**src/hdl/iod_pkg.sv**
```systemverilog
// Purpose: Shared constants and types of the instruction opcode decoder
// Assumes: 32-bit instruction words, 32-bit APB data
// Notes: Register offsets are byte addresses
`default_nettype none
package iod_pkg;
  // Register map
  localparam logic [7:0] REG_CONFIG = 8'h00;
  localparam logic [7:0] REG_EVENT_COUNT = 8'h04;
  localparam logic [7:0] REG_LAST_FAULT = 8'h08;
  // Config fields
  localparam int CFG_DEBUG_IMPL_BIT = 0;
  localparam int CFG_EXT_IMPL_BIT = 1;
  localparam int CFG_COP2_IMPL_BIT = 2;
  localparam logic [2:0] CFG_RESET = 3'h0;
  localparam logic [15:0] COUNT_RESET = 16'h0000;
  localparam logic [31:0] FAULT_RESET = 32'h0000_0000;
  // Primary opcode classes
  localparam logic [5:0] OPC_REG_FUNCTION = 6'h00;
  localparam logic [5:0] OPC_REG_IMMEDIATE = 6'h01;
  localparam logic [5:0] OPC_SYS_COPROC = 6'h10;
  localparam logic [5:0] OPC_FLOAT_COPROC = 6'h11;
  localparam logic [5:0] OPC_COPROC2 = 6'h12;
  localparam logic [5:0] OPC_INDEXED_FLOAT = 6'h13;
  localparam logic [5:0] OPC_MULT_EXT = 6'h1c;
  // Float formats in rs bits 23..21 of rs row 10
  localparam logic [2:0] FMT_SINGLE = 3'h0;
  localparam logic [2:0] FMT_DOUBLE = 3'h1;
  localparam logic [2:0] FMT_WORD = 3'h4;
  localparam logic [2:0] FMT_LONG = 3'h5;
  localparam logic [2:0] FMT_PAIRED = 3'h6;

  typedef enum logic [2:0] {
    CLS_PRIMARY, CLS_REGISTER_FUNCTION, CLS_REGISTER_IMMEDIATE, CLS_MULTIPLY_EXTENSION,
    CLS_SYSTEM_COPROCESSOR, CLS_FLOAT_COPROCESSOR, CLS_COPROCESSOR2, CLS_INDEXED_FLOAT
  } iod_class_e;

  typedef enum logic [5:0] {
    OP_RESERVED, OP_GENERAL, OP_SYSTEM_CALL, OP_BREAKPOINT, OP_MEMORY_SYNC,
    OP_TRAP_IMMEDIATE, OP_MOVE_IF_FLAG_FALSE, OP_MOVE_IF_FLAG_TRUE,
    OP_COUNT_LEAD_ZEROS, OP_COUNT_LEAD_ONES, OP_DCOUNT_LEAD_ZEROS, OP_DCOUNT_LEAD_ONES,
    OP_SOFTWARE_DEBUG_BREAKPOINT, OP_MOVE_FROM_COPROCESSOR, OP_DWORD_MOVE_FROM_COPROCESSOR,
    OP_CONTROL_MOVE_FROM_COPROCESSOR, OP_MOVE_TO_COPROCESSOR, OP_DWORD_MOVE_TO_COPROCESSOR,
    OP_CONTROL_MOVE_TO_COPROCESSOR, OP_BRANCH_ON_FALSE, OP_BRANCH_ON_TRUE,
    OP_BRANCH_ON_FALSE_LIKELY, OP_BRANCH_ON_TRUE_LIKELY, OP_FP_BRANCH_ANY_OF_TWO,
    OP_FP_BRANCH_ANY_OF_FOUR, OP_COPROCESSOR_OPERATION, OP_TLB_READ, OP_TLB_WRITE_INDEXED,
    OP_TLB_WRITE_RANDOM, OP_TLB_PROBE, OP_EXCEPTION_RETURN, OP_DEBUG_RETURN, OP_STANDBY,
    OP_FP_ARITH, OP_FP_COMPARE, OP_FP_CONVERT_TO_SINGLE, OP_FP_CONVERT_TO_DOUBLE,
    OP_CONVERT_TO_PAIRED_SINGLE, OP_FP_CONVERT_UPPER_TO_SINGLE, OP_FP_CONVERT_LOWER_TO_SINGLE,
    OP_PAIR_COMBINE_LOWER_LOWER, OP_PAIR_COMBINE_LOWER_UPPER, OP_PAIR_COMBINE_UPPER_LOWER,
    OP_PAIR_COMBINE_UPPER_UPPER, OP_FUSED_MULTIPLY_ADD, OP_FUSED_MULTIPLY_SUB,
    OP_NEG_FUSED_MULTIPLY_ADD, OP_NEG_FUSED_MULTIPLY_SUB, OP_INDEXED_PREFETCH
  } iod_op_e;
endpackage
`default_nettype wire

```
**src/hdl/iod_decoder.sv**
```systemverilog
// Purpose: Combinational decode of a 32-bit instruction word with exception flags
// Assumes: Mode inputs come from core logic on clk; APB slave for configuration
// Notes: Decode outputs follow the instruction word in the same cycle
// How it works
// - Unimplemented debug encodings raise reserved-instruction.
// - Debug encodings match only their exact listed field code.
// - Extension codes raise reserved-instruction when the extension is absent.
// - Primary opcode picks the class by row and column.
// - Register-function class decodes function row and column.
// - Register-immediate rt row 01 traps; row 11 all reserved.
// - Multiply-extension: count leading zeros/ones, 64-bit forms, debug breakpoint.
// - Bit 16 selects move-if-flag-false or move-if-flag-true.
// - Branch rt bit 16 picks true or false, bit 17 likely.
// - System coprocessor allows only four register moves in rs row 00; row 01 is reserved.
// - System coprocessor operations decoded by function; others reserved.
// - Float coprocessor rs row 10 formats, row 01 branch classes.
// - Single format: row 000 arithmetic, rows 110-111 compares.
// - Double format matches single except conversions in row 100.
// - Word and long formats only convert; long needs 64-bit enable.
// - Paired format needs 64-bit enable; pair combines and upper convert.
// - Indexed float class needs 64-bit enable; fused ops and prefetch.
// - Undefined behaviour only reachable from privileged or coprocessor-0 usable code.
// - Reserved cells raise reserved-instruction.
// - 64-bit-only encodings need kernel, debug or 64-bit enable.
// - Unassigned partner cells raise reserved or coprocessor-unusable.
//
// Design decisions made here: the register addresses and the APB slave port.
`default_nettype none
module iod_decoder #(
  parameter int CNT_W = 16
) (
  // Clock and reset
  input wire logic clk,
  input wire logic rst_b,
  // APB slave
  input wire logic [7:0] paddr,
  input wire logic psel,
  input wire logic penable,
  input wire logic pwrite,
  input wire logic [31:0] pwdata,
  input wire logic [3:0] pstrb,
  output logic [31:0] prdata,
  output logic pready,
  output logic pslverr,
  // Instruction and mode state
  input wire logic [31:0] instrWord,
  input wire logic instrValid,
  input wire logic kernelMode,
  input wire logic debugMode,
  input wire logic enable64,
  input wire logic [3:0] copUsable,
  // Decode results
  output iod_pkg::iod_class_e instrClass,
  output iod_pkg::iod_op_e opId,
  output logic reservedInstr,
  output logic copUnusable,
  output logic [1:0] copUnusableNum
);

  // Generic coprocessor move decode of rs bits 23..21
  function automatic iod_pkg::iod_op_e coprocMove(input logic [2:0] col);
    case (col)
      3'h0: coprocMove = iod_pkg::OP_MOVE_FROM_COPROCESSOR;
      3'h1: coprocMove = iod_pkg::OP_DWORD_MOVE_FROM_COPROCESSOR;
      3'h2: coprocMove = iod_pkg::OP_CONTROL_MOVE_FROM_COPROCESSOR;
      3'h4: coprocMove = iod_pkg::OP_MOVE_TO_COPROCESSOR;
      3'h5: coprocMove = iod_pkg::OP_DWORD_MOVE_TO_COPROCESSOR;
      3'h6: coprocMove = iod_pkg::OP_CONTROL_MOVE_TO_COPROCESSOR;
      default: coprocMove = iod_pkg::OP_RESERVED;
    endcase
  endfunction

  // Coprocessor branch decode of rt bits 17..16
  function automatic iod_pkg::iod_op_e branchOp(input logic [1:0] cond);
    case (cond)
      2'h0: branchOp = iod_pkg::OP_BRANCH_ON_FALSE;
      2'h1: branchOp = iod_pkg::OP_BRANCH_ON_TRUE;
      2'h2: branchOp = iod_pkg::OP_BRANCH_ON_FALSE_LIKELY;
      default: branchOp = iod_pkg::OP_BRANCH_ON_TRUE_LIKELY;
    endcase
  endfunction

  logic [5:0] opc;
  logic [5:0] fn;
  logic [4:0] rs;
  logic [2:0] fnRow;
  logic [2:0] fnCol;
  logic [2:0] cfg_q;
  logic [CNT_W-1:0] rsvCount_q;
  logic [CNT_W-1:0] unusCount_q;
  logic [31:0] lastFault_q;
  logic [31:0] prdata_q;
  logic err_q;
  iod_pkg::iod_class_e cls;
  iod_pkg::iod_op_e op;
  iod_pkg::iod_op_e fpOp;
  logic rsv, need64, needExt, needDbg, copNeed;
  logic fpRsv, fpNeed64, fpNeedExt;
  logic [1:0] copNum;
  logic copAccess, allow64, dbgImpl, extImpl, cop2Impl;
  logic apbSetup, apbWrite, addrOk;
  logic rsvHit, unusHit, countClear;

  assign opc = instrWord[31:26];
  assign rs = instrWord[25:21];
  assign fn = instrWord[5:0];
  assign fnRow = fn[5:3];
  assign fnCol = fn[2:0];
  assign dbgImpl = cfg_q[iod_pkg::CFG_DEBUG_IMPL_BIT];
  assign extImpl = cfg_q[iod_pkg::CFG_EXT_IMPL_BIT];
  assign cop2Impl = cfg_q[iod_pkg::CFG_COP2_IMPL_BIT];

  // Float function decode for the format in rs bits 23..21
  always_comb
  begin
    fpOp = iod_pkg::OP_GENERAL;
    fpRsv = 1'b0;
    fpNeed64 = 1'b0;
    fpNeedExt = 1'b0;
    if (rs[2:0] == iod_pkg::FMT_SINGLE || rs[2:0] == iod_pkg::FMT_DOUBLE)
    begin
      case (fnRow)
        3'h0: fpOp = iod_pkg::OP_FP_ARITH;
        3'h1: fpNeed64 = ~fnCol[2];
        3'h2:
        begin
          case (fnCol)
            3'h1: fpOp = instrWord[16] ? iod_pkg::OP_MOVE_IF_FLAG_TRUE :
                                         iod_pkg::OP_MOVE_IF_FLAG_FALSE;
            3'h2, 3'h3: fpOp = iod_pkg::OP_GENERAL;
            3'h5, 3'h6: fpNeed64 = 1'b1;
            default: fpRsv = 1'b1;
          endcase
        end
        3'h3:
        begin
          fpRsv = ~fnCol[2];
          fpNeedExt = fnCol[2];
          fpNeed64 = fnCol[2];
        end
        3'h4:
        begin
          case (fnCol)
            3'h0:
            begin
              fpOp = iod_pkg::OP_FP_CONVERT_TO_SINGLE;
              fpRsv = rs[2:0] != iod_pkg::FMT_DOUBLE;
            end
            3'h1:
            begin
              fpOp = iod_pkg::OP_FP_CONVERT_TO_DOUBLE;
              fpRsv = rs[2:0] != iod_pkg::FMT_SINGLE;
            end
            3'h4: fpOp = iod_pkg::OP_GENERAL;
            3'h5: fpNeed64 = 1'b1;
            3'h6:
            begin
              fpOp = iod_pkg::OP_CONVERT_TO_PAIRED_SINGLE;
              fpRsv = rs[2:0] != iod_pkg::FMT_SINGLE;
              fpNeed64 = 1'b1;
            end
            default: fpRsv = 1'b1;
          endcase
        end
        3'h5: fpRsv = 1'b1;
        default: fpOp = iod_pkg::OP_FP_COMPARE;
      endcase
    end
    else if (rs[2:0] == iod_pkg::FMT_WORD || rs[2:0] == iod_pkg::FMT_LONG)
    begin
      case (fn)
        6'h20: fpOp = iod_pkg::OP_FP_CONVERT_TO_SINGLE;
        6'h21: fpOp = iod_pkg::OP_FP_CONVERT_TO_DOUBLE;
        6'h26:
        begin
          fpOp = iod_pkg::OP_CONVERT_TO_PAIRED_SINGLE;
          fpNeedExt = 1'b1;
          fpNeed64 = 1'b1;
        end
        default: fpRsv = 1'b1;
      endcase
    end
    else
    begin
      case (fnRow)
        3'h0:
        begin
          fpOp = iod_pkg::OP_FP_ARITH;
          fpRsv = fnCol == 3'h3 || fnCol == 3'h4;
        end
        3'h2:
        begin
          fpOp = instrWord[16] ? iod_pkg::OP_MOVE_IF_FLAG_TRUE :
                                 iod_pkg::OP_MOVE_IF_FLAG_FALSE;
          if (fnCol != 3'h1)
            fpOp = iod_pkg::OP_GENERAL;
          fpRsv = fnCol == 3'h0 || fnCol[2];
        end
        3'h3:
        begin
          fpRsv = fnCol == 3'h1 || fnCol == 3'h3;
          fpNeedExt = 1'b1;
        end
        3'h4:
        begin
          fpOp = fnCol == 3'h0 ? iod_pkg::OP_FP_CONVERT_UPPER_TO_SINGLE : iod_pkg::OP_GENERAL;
          fpNeedExt = fnCol == 3'h4;
          fpRsv = fnCol != 3'h0 && fnCol != 3'h4;
        end
        3'h5:
        begin
          case (fnCol)
            3'h0: fpOp = iod_pkg::OP_FP_CONVERT_LOWER_TO_SINGLE;
            3'h4: fpOp = iod_pkg::OP_PAIR_COMBINE_LOWER_LOWER;
            3'h5: fpOp = iod_pkg::OP_PAIR_COMBINE_LOWER_UPPER;
            3'h6: fpOp = iod_pkg::OP_PAIR_COMBINE_UPPER_LOWER;
            3'h7: fpOp = iod_pkg::OP_PAIR_COMBINE_UPPER_UPPER;
            default: fpRsv = 1'b1;
          endcase
        end
        3'h1: fpRsv = 1'b1;
        default: fpOp = iod_pkg::OP_FP_COMPARE;
      endcase
    end
  end

  // Class and operation decode
  always_comb
  begin
    cls = iod_pkg::CLS_PRIMARY;
    op = iod_pkg::OP_GENERAL;
    rsv = 1'b0;
    need64 = 1'b0;
    needExt = 1'b0;
    needDbg = 1'b0;
    copNeed = 1'b0;
    copNum = 2'h0;
    case (opc)
      iod_pkg::OPC_REG_FUNCTION:
      begin
        cls = iod_pkg::CLS_REGISTER_FUNCTION;
        case (fn)
          6'h01: op = instrWord[16] ? iod_pkg::OP_MOVE_IF_FLAG_TRUE :
                                      iod_pkg::OP_MOVE_IF_FLAG_FALSE;
          6'h0c: op = iod_pkg::OP_SYSTEM_CALL;
          6'h0d: op = iod_pkg::OP_BREAKPOINT;
          6'h0f: op = iod_pkg::OP_MEMORY_SYNC;
          6'h05, 6'h0e, 6'h15, 6'h28, 6'h29, 6'h35, 6'h37, 6'h39, 6'h3d: rsv = 1'b1;
          6'h14, 6'h16, 6'h17, 6'h1c, 6'h1d, 6'h1e, 6'h1f, 6'h2c, 6'h2d, 6'h2e, 6'h2f,
          6'h38, 6'h3a, 6'h3b, 6'h3c, 6'h3e, 6'h3f: need64 = 1'b1;
          default: op = iod_pkg::OP_GENERAL;
        endcase
      end
      iod_pkg::OPC_REG_IMMEDIATE:
      begin
        cls = iod_pkg::CLS_REGISTER_IMMEDIATE;
        if (instrWord[20:19] == 2'h3)
          rsv = 1'b1;
        else if (instrWord[20:19] == 2'h1)
        begin
          op = iod_pkg::OP_TRAP_IMMEDIATE;
          rsv = instrWord[18:16] == 3'h5 || instrWord[18:16] == 3'h7;
        end
        else
          rsv = instrWord[18];
      end
      iod_pkg::OPC_MULT_EXT:
      begin
        cls = iod_pkg::CLS_MULTIPLY_EXTENSION;
        case (fn)
          6'h00, 6'h01, 6'h02, 6'h04, 6'h05: op = iod_pkg::OP_GENERAL;
          6'h20: op = iod_pkg::OP_COUNT_LEAD_ZEROS;
          6'h21: op = iod_pkg::OP_COUNT_LEAD_ONES;
          6'h24:
          begin
            op = iod_pkg::OP_DCOUNT_LEAD_ZEROS;
            need64 = 1'b1;
          end
          6'h25:
          begin
            op = iod_pkg::OP_DCOUNT_LEAD_ONES;
            need64 = 1'b1;
          end
          6'h3f:
          begin
            op = iod_pkg::OP_SOFTWARE_DEBUG_BREAKPOINT;
            needDbg = 1'b1;
          end
          default: rsv = 1'b1;
        endcase
      end
      iod_pkg::OPC_SYS_COPROC:
      begin
        cls = iod_pkg::CLS_SYSTEM_COPROCESSOR;
        copNeed = 1'b1;
        if (!rs[4])
        begin
          op = coprocMove(rs[2:0]);
          need64 = rs[2:0] == 3'h1 || rs[2:0] == 3'h5;
          rsv = rs[3] || rs[1];
          if (rsv)
            op = iod_pkg::OP_GENERAL;
        end
        else
        begin
          case (fn)
            6'h01: op = iod_pkg::OP_TLB_READ;
            6'h02: op = iod_pkg::OP_TLB_WRITE_INDEXED;
            6'h06: op = iod_pkg::OP_TLB_WRITE_RANDOM;
            6'h08: op = iod_pkg::OP_TLB_PROBE;
            6'h18: op = iod_pkg::OP_EXCEPTION_RETURN;
            6'h1f:
            begin
              op = iod_pkg::OP_DEBUG_RETURN;
              needDbg = 1'b1;
            end
            6'h20: op = iod_pkg::OP_STANDBY;
            default: rsv = 1'b1;
          endcase
        end
      end
      iod_pkg::OPC_FLOAT_COPROC:
      begin
        cls = iod_pkg::CLS_FLOAT_COPROCESSOR;
        copNeed = 1'b1;
        copNum = 2'h1;
        case (rs[4:3])
          2'h0:
          begin
            op = coprocMove(rs[2:0]);
            rsv = op == iod_pkg::OP_RESERVED;
            need64 = rs[2:0] == 3'h1 || rs[2:0] == 3'h5;
          end
          2'h1:
          begin
            case (rs[2:0])
              3'h0: op = branchOp(instrWord[17:16]);
              3'h1: op = iod_pkg::OP_FP_BRANCH_ANY_OF_TWO;
              3'h2: op = iod_pkg::OP_FP_BRANCH_ANY_OF_FOUR;
              default: rsv = 1'b1;
            endcase
            needExt = rs[2:0] == 3'h1 || rs[2:0] == 3'h2;
            need64 = needExt;
          end
          2'h2:
          begin
            op = fpOp;
            needExt = fpNeedExt;
            need64 = fpNeed64 || rs[2:0] == iod_pkg::FMT_LONG ||
                     rs[2:0] == iod_pkg::FMT_PAIRED;
            rsv = fpRsv || !(rs[2:0] inside {iod_pkg::FMT_SINGLE, iod_pkg::FMT_DOUBLE,
              iod_pkg::FMT_WORD, iod_pkg::FMT_LONG, iod_pkg::FMT_PAIRED});
          end
          default: rsv = 1'b1;
        endcase
      end
      iod_pkg::OPC_COPROC2:
      begin
        cls = iod_pkg::CLS_COPROCESSOR2;
        copNeed = 1'b1;
        copNum = 2'h2;
        if (!rs[4])
        begin
          if (!rs[3])
            op = coprocMove(rs[2:0]);
          else
            op = rs[2:0] == 3'h0 ? branchOp(instrWord[17:16]) : iod_pkg::OP_RESERVED;
          need64 = !rs[3] && (rs[2:0] == 3'h1 || rs[2:0] == 3'h5);
        end
        else
          op = iod_pkg::OP_COPROCESSOR_OPERATION;
        rsv = op == iod_pkg::OP_RESERVED || !cop2Impl;
      end
      iod_pkg::OPC_INDEXED_FLOAT:
      begin
        cls = iod_pkg::CLS_INDEXED_FLOAT;
        copNeed = 1'b1;
        copNum = 2'h1;
        need64 = 1'b1;
        if (fnRow[2])
        begin
          case (fnRow[1:0])
            2'h0: op = iod_pkg::OP_FUSED_MULTIPLY_ADD;
            2'h1: op = iod_pkg::OP_FUSED_MULTIPLY_SUB;
            2'h2: op = iod_pkg::OP_NEG_FUSED_MULTIPLY_ADD;
            default: op = iod_pkg::OP_NEG_FUSED_MULTIPLY_SUB;
          endcase
          rsv = !(fnCol == 3'h0 || fnCol == 3'h1 || fnCol == 3'h6);
        end
        else
        begin
          case (fn)
            6'h0f: op = iod_pkg::OP_INDEXED_PREFETCH;
            6'h00, 6'h01, 6'h05, 6'h08, 6'h09, 6'h0d, 6'h1e: op = iod_pkg::OP_GENERAL;
            default: rsv = 1'b1;
          endcase
        end
      end
      default:
      begin
        rsv = opc == 6'h1f || opc == 6'h3b;
        need64 = opc inside {6'h18, 6'h19, 6'h1a, 6'h1b, 6'h27, 6'h2c, 6'h2d,
                             6'h34, 6'h37, 6'h3c, 6'h3f};
        needExt = opc == 6'h1d || opc == 6'h1e;
        if (opc inside {6'h31, 6'h35, 6'h39, 6'h3d})
        begin
          copNeed = 1'b1;
          copNum = 2'h1;
        end
        if (opc inside {6'h32, 6'h36, 6'h3a, 6'h3e})
        begin
          copNeed = 1'b1;
          copNum = 2'h2;
          rsv = !cop2Impl;
        end
      end
    endcase
  end

  // Exception resolution; coprocessor 0 open to privileged code or when copUsable[0] is set
  assign copAccess = copNum == 2'h0 ? (copUsable[0] | kernelMode | debugMode) :
                     copUsable[copNum];
  assign allow64 = kernelMode | debugMode | enable64;
  assign copUnusable = copNeed & ~copAccess;
  assign copUnusableNum = copNum;
  assign reservedInstr = ~copUnusable & (rsv | (need64 & ~allow64) |
                         (needExt & ~extImpl) | (needDbg & ~dbgImpl));
  assign instrClass = cls;
  assign opId = (reservedInstr | copUnusable) ? iod_pkg::OP_RESERVED : op;

  // APB slave
  assign apbSetup = psel & ~penable;
  assign apbWrite = psel & penable & pwrite;
  assign addrOk = paddr == iod_pkg::REG_CONFIG || paddr == iod_pkg::REG_EVENT_COUNT ||
                  paddr == iod_pkg::REG_LAST_FAULT;
  assign pready = psel & penable;
  assign pslverr = psel & penable & err_q;
  assign prdata = prdata_q;
  assign rsvHit = instrValid & reservedInstr;
  assign unusHit = instrValid & copUnusable;
  assign countClear = apbWrite & ~err_q & paddr == iod_pkg::REG_EVENT_COUNT;

  always_ff @(posedge clk)
  begin
    if (!rst_b)
      cfg_q <= iod_pkg::CFG_RESET;
    else if (apbWrite && !err_q && paddr == iod_pkg::REG_CONFIG && pstrb[0])
      cfg_q <= pwdata[2:0];
  end

  // Event counters; a hit in the clear cycle counts as one
  always_ff @(posedge clk)
  begin
    if (!rst_b)
    begin
      rsvCount_q <= iod_pkg::COUNT_RESET[CNT_W-1:0];
      unusCount_q <= iod_pkg::COUNT_RESET[CNT_W-1:0];
    end
    else
    begin
      if (rsvHit)
        rsvCount_q <= countClear ? {{(CNT_W-1){1'b0}}, 1'b1} : rsvCount_q + 1'b1;
      else if (countClear)
        rsvCount_q <= '0;
      if (unusHit)
        unusCount_q <= countClear ? {{(CNT_W-1){1'b0}}, 1'b1} : unusCount_q + 1'b1;
      else if (countClear)
        unusCount_q <= '0;
    end
  end

  always_ff @(posedge clk)
  begin
    if (!rst_b)
      lastFault_q <= iod_pkg::FAULT_RESET;
    else if (rsvHit || unusHit)
      lastFault_q <= instrWord;
  end

  always_ff @(posedge clk)
  begin
    if (!rst_b)
    begin
      prdata_q <= 32'h0000_0000;
      err_q <= 1'b0;
    end
    else if (apbSetup)
    begin
      err_q <= ~addrOk;
      if (pwrite || !addrOk)
        prdata_q <= 32'h0000_0000;
      else if (paddr == iod_pkg::REG_CONFIG)
        prdata_q <= {29'h0000_0000, cfg_q};
      else if (paddr == iod_pkg::REG_EVENT_COUNT)
        prdata_q <= 32'({unusCount_q, rsvCount_q});
      else
        prdata_q <= lastFault_q;
    end
  end

endmodule // iod_decoder
`default_nettype wire

```
**config.mk**
```make
export PLATFORM = sky130hd
export DESIGN_NAME = iod_decoder
export DESIGN_NICKNAME = d
export VERILOG_FILES = /design/src/hdl/iod_pkg.sv /design/src/hdl/iod_decoder.sv
export SDC_FILE = /design/constraint.sdc
export NUM_CORES = 1
export LEC_CHECK = 0
export BUFFER_PORTS_ARGS = -buffer_cell sky130_fd_sc_hd__buf_2
export CAP_MARGIN = 20
export CORE_AREA = 5 5 156 158
export CTS_BUF_LIST = sky130_fd_sc_hd__clkbuf_16
export DETAILED_ROUTE_END_ITERATION = 10
export DIE_AREA = 0 0 161 163
export PLACE_DENSITY = 0.55
export SYNTH_ARGS = -nofsm -noshare
export SYNTH_HDL_FRONTEND = slang
export SYNTH_SLANG_ARGS = --single-unit
```
**constraint.sdc**
```tcl
create_clock -name clk -period 2.9 [get_ports clk]
set_input_delay 0.29 -clock clk [delete_from_list [all_inputs] [get_ports clk]]
set_output_delay 0.29 -clock clk [all_outputs]
set_load 0.1 [all_outputs]
```
==> metrics, run 1 <==
kind of end point of the critical path output pin; worst setup path start instrWord[2]; count of warnings emitted by yosys 0; total buffers and inverters traversed by the critical path 3; power density over the cells 371 nW/um2; final weighted congestion in routability-driven placement 0.935; most frequent standard cell in the layout excluding fill and tap cells sky130_fd_sc_hd__nand2_1; Final Worst Setup Slack -29.0 ps; tightest slew margin relative to the limit 0.404; placed wire-length estimate 18.0 mm; Vias/cell roughly 5.2; Clock Latency Late Sink 350 ps; number of unique standard cell types used by synthesis 72; Slew @ Worst Pin 894 ps; final cell utilization of the core 0.388; post-synthesis to final-layout area growth 33.7%; part of the Yosys area used for sequential elements 0.300; min-delay worst type primary input to register; Async SR Flop Fraction 0; DIE AREA 26200 um2; global-route usage over all layers 0.177; clock transition time at the flip-flop clock pins of the worst setup and hold paths 80 ps; most frequent cells in the layout sky130_fd_sc_hd__nand2_1, sky130_fd_sc_hd__a21oi_1, sky130_fd_sc_hd__buf_4; Min-Delay Endpoint lastFault_q[7]; nature of the critical path startpoint primary input; global route total overflow 0; worst hold-check slack 179 ps; quantity of hold-fixing buffers added after cts 0; final clock period utilization by the worst path 1.01; PortBufs 102; total number of clock tree sinks 100; Core Box Area 23000 um2; number of synthesized register bits 100; Avg Inst Size Synth around 7.2 um2; netlist area before placement about 6700 um2; drt first-iter violations 553; synth top area cells sky130_fd_sc_hd__dfxtp_1, sky130_fd_sc_hd__nand2_1, sky130_fd_sc_hd__a21oi_1, sky130_fd_sc_hd__mux2i_1, sky130_fd_sc_hd__nor2b_1; Max FO, Critical Path 13; via count of the first global-routing pass between 7000 and 8000; starting utilization of the core area 0.290; worst reg2reg endpoint rsvCount_q[3]; Net count, final roughly 1200; number of hold violations in the final report 0; result of the run finished with violations; clock skew 11.5 ps; Final Max Tran Viols 0; global-route wire length before repair 37.9 mm; count of mapped cells out of synthesis 929; die width 161 um; CP max stage cell sky130_fd_sc_hd__a2111o_1; failing checks setup timing; arrival time at the worst endpoint 2640 ps; ratio of cells with drive above 1 in the final layout 0.264; H-tree depth reported by CTS 3; Critical Path Max Stage Delay approximately 410 ps; depth of the worst register-to-register path 10; Final Routed Wirelength 23.3 mm; top cell type's share of synthesized area 0.300; WL per Instance 16.8 um; maximum buffer depth of the clock tree 2; height of the die 163 um; count of cells along the worst hold path 3; reg-to-reg startpoint cfg_q[1]; setup violation total in the final timing report 2; Setup Slack @ Placement -265 ps; number of placement rows between 50 and 60; Primary FF master, synth sky130_fd_sc_hd__dfxtp_1; cell accounting for the most synthesized area sky130_fd_sc_hd__dfxtp_1; RSZ-0062 raised after global routing yes; Final Critical Period 2930 ps; worst path required time 2610 ps; Worst R2R Setup Slack 400 ps; count of boundary I/O pins 136; critical path cell sequence clkbuf_4, or3_4, nor3_1, buf_4, a211o_1, o211ai_1, a2111o_1, nor3_4, nand2_4, a31oi_4, buf_12; maximum clock frequency 341 MHz; CP Class primary input to output pin; number of antenna violations at the first check in global routing 0; total CTS buffers 9; CTS tree done; Max IR drop VDD 0.231 mV; root buffer selected by CTS sky130_fd_sc_hd__clkbuf_16; EDFF count, synth 0; number of vias after detailed routing 7169; largest net degree at the start of global routing about 40; leakage power figure 0.00344 uW; first-pass iteration count of the detailed router 5; hold path start instrWord[7]; Final Power 3310 uW; post-route antenna net violation count 0; Crit path max-delay family simple AND/OR/NAND/NOR gates; antenna fix cells 0; number of design rule violations left after detail routing 0; MaxCap Viol Count 0; net count after synthesis 1028
-- Yosys cell counts, types with 4 or more instances --
library cell,n
sky130_fd_sc_hd__nand2b_1,23
sky130_fd_sc_hd__nand3_1,13
sky130_fd_sc_hd__o31ai_1,8
sky130_fd_sc_hd__or3_1,21
sky130_fd_sc_hd__buf_2,4
sky130_fd_sc_hd__a221oi_1,5
sky130_fd_sc_hd__and3_1,10
sky130_fd_sc_hd__nor4_1,4
sky130_fd_sc_hd__a31oi_1,8
sky130_fd_sc_hd__nor2b_1,42
sky130_fd_sc_hd__inv_1,20
sky130_fd_sc_hd__o21ai_0,50
sky130_fd_sc_hd__o311ai_0,4
sky130_fd_sc_hd__or2_2,6
sky130_fd_sc_hd__and2_1,7
sky130_fd_sc_hd__nor2_1,50
sky130_fd_sc_hd__xor2_1,8
sky130_fd_sc_hd__a21oi_1,118
sky130_fd_sc_hd__clkbuf_1,63
sky130_fd_sc_hd__nand2_1,174
sky130_fd_sc_hd__dfxtp_1,100
sky130_fd_sc_hd__o22ai_1,4
sky130_fd_sc_hd__nand3b_1,6
sky130_fd_sc_hd__ha_1,10
sky130_fd_sc_hd__buf_4,4
sky130_fd_sc_hd__xnor2_1,9
sky130_fd_sc_hd__a211oi_1,5
sky130_fd_sc_hd__or4_1,5
sky130_fd_sc_hd__buf_1,4
sky130_fd_sc_hd__o211ai_1,8
sky130_fd_sc_hd__mux2i_1,38
sky130_fd_sc_hd__a32oi_1,5
sky130_fd_sc_hd__a21o_1,7
sky130_fd_sc_hd__nor3_1,16
sky130_fd_sc_hd__nand4_1,12
-- layout make-up --
class / count / area (um2)
tap: 290 / 363
inverter: 21 / 100
clock inverter: 7 / 67.6
clock buffer: 9 / 225
multi-input combinational: 731 / 4500
timing repair buffer: 226 / 1660
sequential: 100 / 2000
fill: 2452 / 14100
-- report_power, final --
| part | leakage, uW | internal [uW] | switching [uW] |
|---|---|---|---|
| clock | 0.000146 | 607 | 571 |
| sequential | 0.000808 | 1400 | 15.1 |
| combinational | 0.00248 | 296 | 425 |
| total | 0.00344 | 2300 | 1010 |
-- worst min-delay path: stages --
cell and delay [ps]:
sky130_fd_sc_hd__buf_2 90, sky130_fd_sc_hd__nand2_1 50, sky130_fd_sc_hd__mux2i_1 50
-- metal layers --
metal,GRT usage,share of wire,vias up
met1,0.242,0.47,3343
met3,0.0213,0.045,29
li1,-,-,3602
met2,0.295,0.46,195
met5,0,0,-
met4,0.0516,0.023,0
-- worst max-delay path by stage --
| stage | to | slack, ps | cells past startpoint |
|---|---|---|---|
| 2_1_floorplan | rsvCount_q[0] | -70 | 14 |
| 3_3_place_gp | lastFault_q[13] | -220 | 12 |
| 3_5_place_dp | lastFault_q[24] | -260 | 12 |
| 6_report | opId[5] | -30 | 11 |
| 5_1_grt | opId[2] | -120 | 13 |
| 4_1_cts | opId[2] | 3 | 11 |
-- cells by family after synthesis --
| group | Yosys count | synth area share |
|---|---|---|
| mux | 39 | 0.0587 |
| simple gates | 405 | 0.301 |
| flops | 100 | 0.300 |
| fa+ha+maj | 10 | 0.0188 |
| buf+inv | 98 | 0.0612 |
| xor+xnor | 17 | 0.0223 |
| compound gates | 260 | 0.238 |
-- repair_timing --
action | 4_1_cts | 5_1_grt
gates resized for setup | 24 | 7
endpoints found under the hold margin | 0 | 0
pin swaps | 2 | 1
setup endpoints to repair | 7 | 7
setup buffers | 3 | 1
-- metrics by stage --
stage | cell area, um2 | std cells | TNS [ps]
after global placement | 8470 | 1364 | -8840
after floorplan | 6880 | 929 | -465
final | 8920 | 1384 | -54.6
after detailed placement | 8470 | 1364 | -10460
after CTS | 8870 | 1383 | 0
after global routing | 8920 | 1384 | -498
-- flip-flops by register name, indices dropped and copies added (netlist names) --
register,cells
cfg_q,3
err_q,1
lastFault_q,32
prdata,32
rsvCount_q,16
unusCount_q,16
(Power assumes the default switching activity.)
==> inputs of run 2 (changes only) <==
Settings changed: SKIP_LAST_GASP set to 1.
==> run 2 against run 1 <==
Against the previous run:
- the flow still finishes with violations (setup timing)
- flip-flop and latch count unchanged
- critical endpoint unchanged
- clock skew barely moved
- combinational power about the same
- total power about the same
- critical path depth unchanged
- hold slack is essentially flat
- non-clock buffer count stayed put
- sequential power is essentially flat
- register-to-register slack better by 20 ps
- largest cell class unchanged
- clock power hardly changed
- sequential share of layout area hardly changed
- maximum frequency up 0.11%
- largest power group unchanged
==> metrics, run 2 (same netlist as run 1, synthesis figures left out) <==
result of the run finished with violations; failing checks setup timing; Net Sw Frac 0.305; largest net degree at the start of global routing 41; hold path start instrWord[7]; part of the power in registers 0.427; first-pass iteration count of the detailed router 5; Comb pwr share 0.217; Critical Path Max Stage Delay 410 ps; count of cells along the worst hold path 3; maximum buffer depth of the clock tree 2; number of design rule violations left after detail routing 0; clock skew 11.6 ps; area after detailed placement around 8500 um2; kind of end point of the critical path output pin; Slew @ Worst Pin 896 ps; leakage power figure ~0.0034 uW; Clock Latency Late Sink about 350 ps; total number of clock tree sinks 100; Final Critical Period 2930 ps; global route total overflow 0; post-route design area 8910 um2; clock transition time at the flip-flop clock pins of the worst setup and hold paths 80 ps; depth of the worst register-to-register path 10; drt first-iter violations approximately 550; number of antenna violations at the first check in global routing 0; worst reg2reg endpoint rsvCount_q[3]; count of boundary I/O pins between 100 and 150; RSZ-0062 raised after global routing yes; most frequent standard cell in the layout excluding fill and tap cells sky130_fd_sc_hd__nand2_1; sw power ~1000 uW; arrival time at the worst endpoint 2640 ps; sum of negative setup slack -41.3 ps; Final Worst Setup Slack -25.7 ps; Placed Cells incl. Taps 1364; Worst R2R Setup Slack 420 ps; power share of the clock group 0.356; CP max stage cell sky130_fd_sc_hd__a2111o_1; Vias/cell 5.17; height of the die roughly 160 um; number of hold violations in the final report 0; worst path required time 2610 ps; power density over the cells 371 nW/um2; H-tree depth reported by CTS 3; Max FO, Critical Path 13; number of placement rows 56; PortBufs 102; final cell utilization of the core 0.388; min-delay worst type primary input to register; final weighted congestion in routability-driven placement between 0.9 and 1; root buffer selected by CTS sky130_fd_sc_hd__clkbuf_16; nature of the critical path startpoint primary input; antenna fix cells 0; WL per Instance 16.8 um; final cell count without fillers between 1000 and 1500; die width between 150 and 200 um; Net count, final 1188; Min-Delay Endpoint lastFault_q[7]; placed wire-length estimate 18.0 mm; CP Class primary input to output pin; most frequent cells in the layout sky130_fd_sc_hd__nand2_1, sky130_fd_sc_hd__a21oi_1, sky130_fd_sc_hd__buf_4; total CTS buffers 9; global-route wire length before repair 37.9 mm; Max IR drop VDD roughly 0.23 mV; number of vias after detailed routing 7156; final clock period utilization by the worst path 1.01; Final Power 3310 uW; maximum clock frequency about 340 MHz; Final Max Tran Viols 0; Crit path max-delay family simple AND/OR/NAND/NOR gates; critical path cell sequence clkbuf_4, or3_4, nor3_1, buf_4, a211o_1, o211ai_1, a2111o_1, nor3_4, nand2_4, a31oi_4, buf_12; CTS tree done; reg-to-reg startpoint cfg_q[1]; ratio of cells with drive above 1 in the final layout 0.264; post-synthesis to final-layout area growth 33.6%; post-route antenna net violation count 0; Internal Power 2300 uW; tightest slew margin relative to the limit 0.403; MaxCap Viol Count 0; setup violation total in the final timing report 2; total buffers and inverters traversed by the critical path 3; Final Routed Wirelength 23.3 mm; via count of the first global-routing pass 7083; global-route usage over all layers 0.177; Core Box Area 23000 um2; starting utilization of the core area 0.290; DIE AREA 26200 um2
-- run 2: cell counts in the layout (fill, tap and decap cells not counted) --
No cell type changed its count.
-- run 2: final cells by class --
type,count,area (um2)
fill,2451,14100
multi-input combinational,731,4490
sequential,100,2000
timing repair buffer,226,1660
tap,290,363
clock buffer,9,225
inverter,21,100
clock inverter,7,67.6
-- run 2: metal layers --
| metal | share of wire | vias up | global-route usage | routed length (um) |
|---|---|---|---|---|
| met5 | 0 | - | 0 | 0 |
| met4 | 0.023 | 0 | 0.0516 | 539 |
| met3 | 0.045 | 29 | 0.0213 | 1050 |
| met2 | 0.46 | 182 | 0.295 | 10700 |
| met1 | 0.47 | 3344 | 0.242 | 11000 |
| li1 | - | 3601 | - | - |
-- run 2: stage by stage --
| stage | worst slack [ps] | hold WS [ps] |
|---|---|---|
| final | -25.7 | 179 |
| after global routing | -118 | 189 |
| after CTS | 2.66 | 173 |
| after detailed placement | -265 | 449 |
| after global placement | -222 | 443 |
| after floorplan | -68.4 | 432 |
-- run 2: what timing repair did --
action                                  CTS  global route
setup buffers                             3             1
hold buffers                              0             0
resized for setup                        24             6
pin swaps                                 2             1
endpoints found under the setup margin    7             7
-- run 2: worst max-delay path by stage --
stage	slack [ps]	start	cells after the start	end
2_1_floorplan	-70	instrWord[24]	14	rsvCount_q[0]
3_3_place_gp	-220	instrWord[28]	12	lastFault_q[13]
3_5_place_dp	-260	instrWord[28]	12	lastFault_q[24]
4_1_cts	3	instrWord[2]	11	opId[2]
5_1_grt	-120	instrWord[25]	13	opId[2]
6_report	-30	instrWord[2]	11	opId[5]
-- run 2: power by group through the flow --
stage	combinational, uW	clock (uW)	sequential [uW]
6_report	719	1180	1410
2_1_floorplan	415	0	1440
3_3_place_gp	691	0	1440
5_1_grt	778	1270	1420
4_1_cts	710	1210	1410
3_5_place_dp	690	0	1450
-- run 2: worst reg2reg max path, stage by stage (launching register included) --
cell                       delay, ps
sky130_fd_sc_hd__dfxtp_2         420
sky130_fd_sc_hd__o21bai_1        140
sky130_fd_sc_hd__a21oi_1          80
sky130_fd_sc_hd__o211ai_1        220
sky130_fd_sc_hd__o211ai_1        160
sky130_fd_sc_hd__a2111o_1        410
sky130_fd_sc_hd__o31ai_4         290
sky130_fd_sc_hd__buf_4           260
sky130_fd_sc_hd__buf_4           200
sky130_fd_sc_hd__o21ai_0         100
sky130_fd_sc_hd__a21oi_1         130
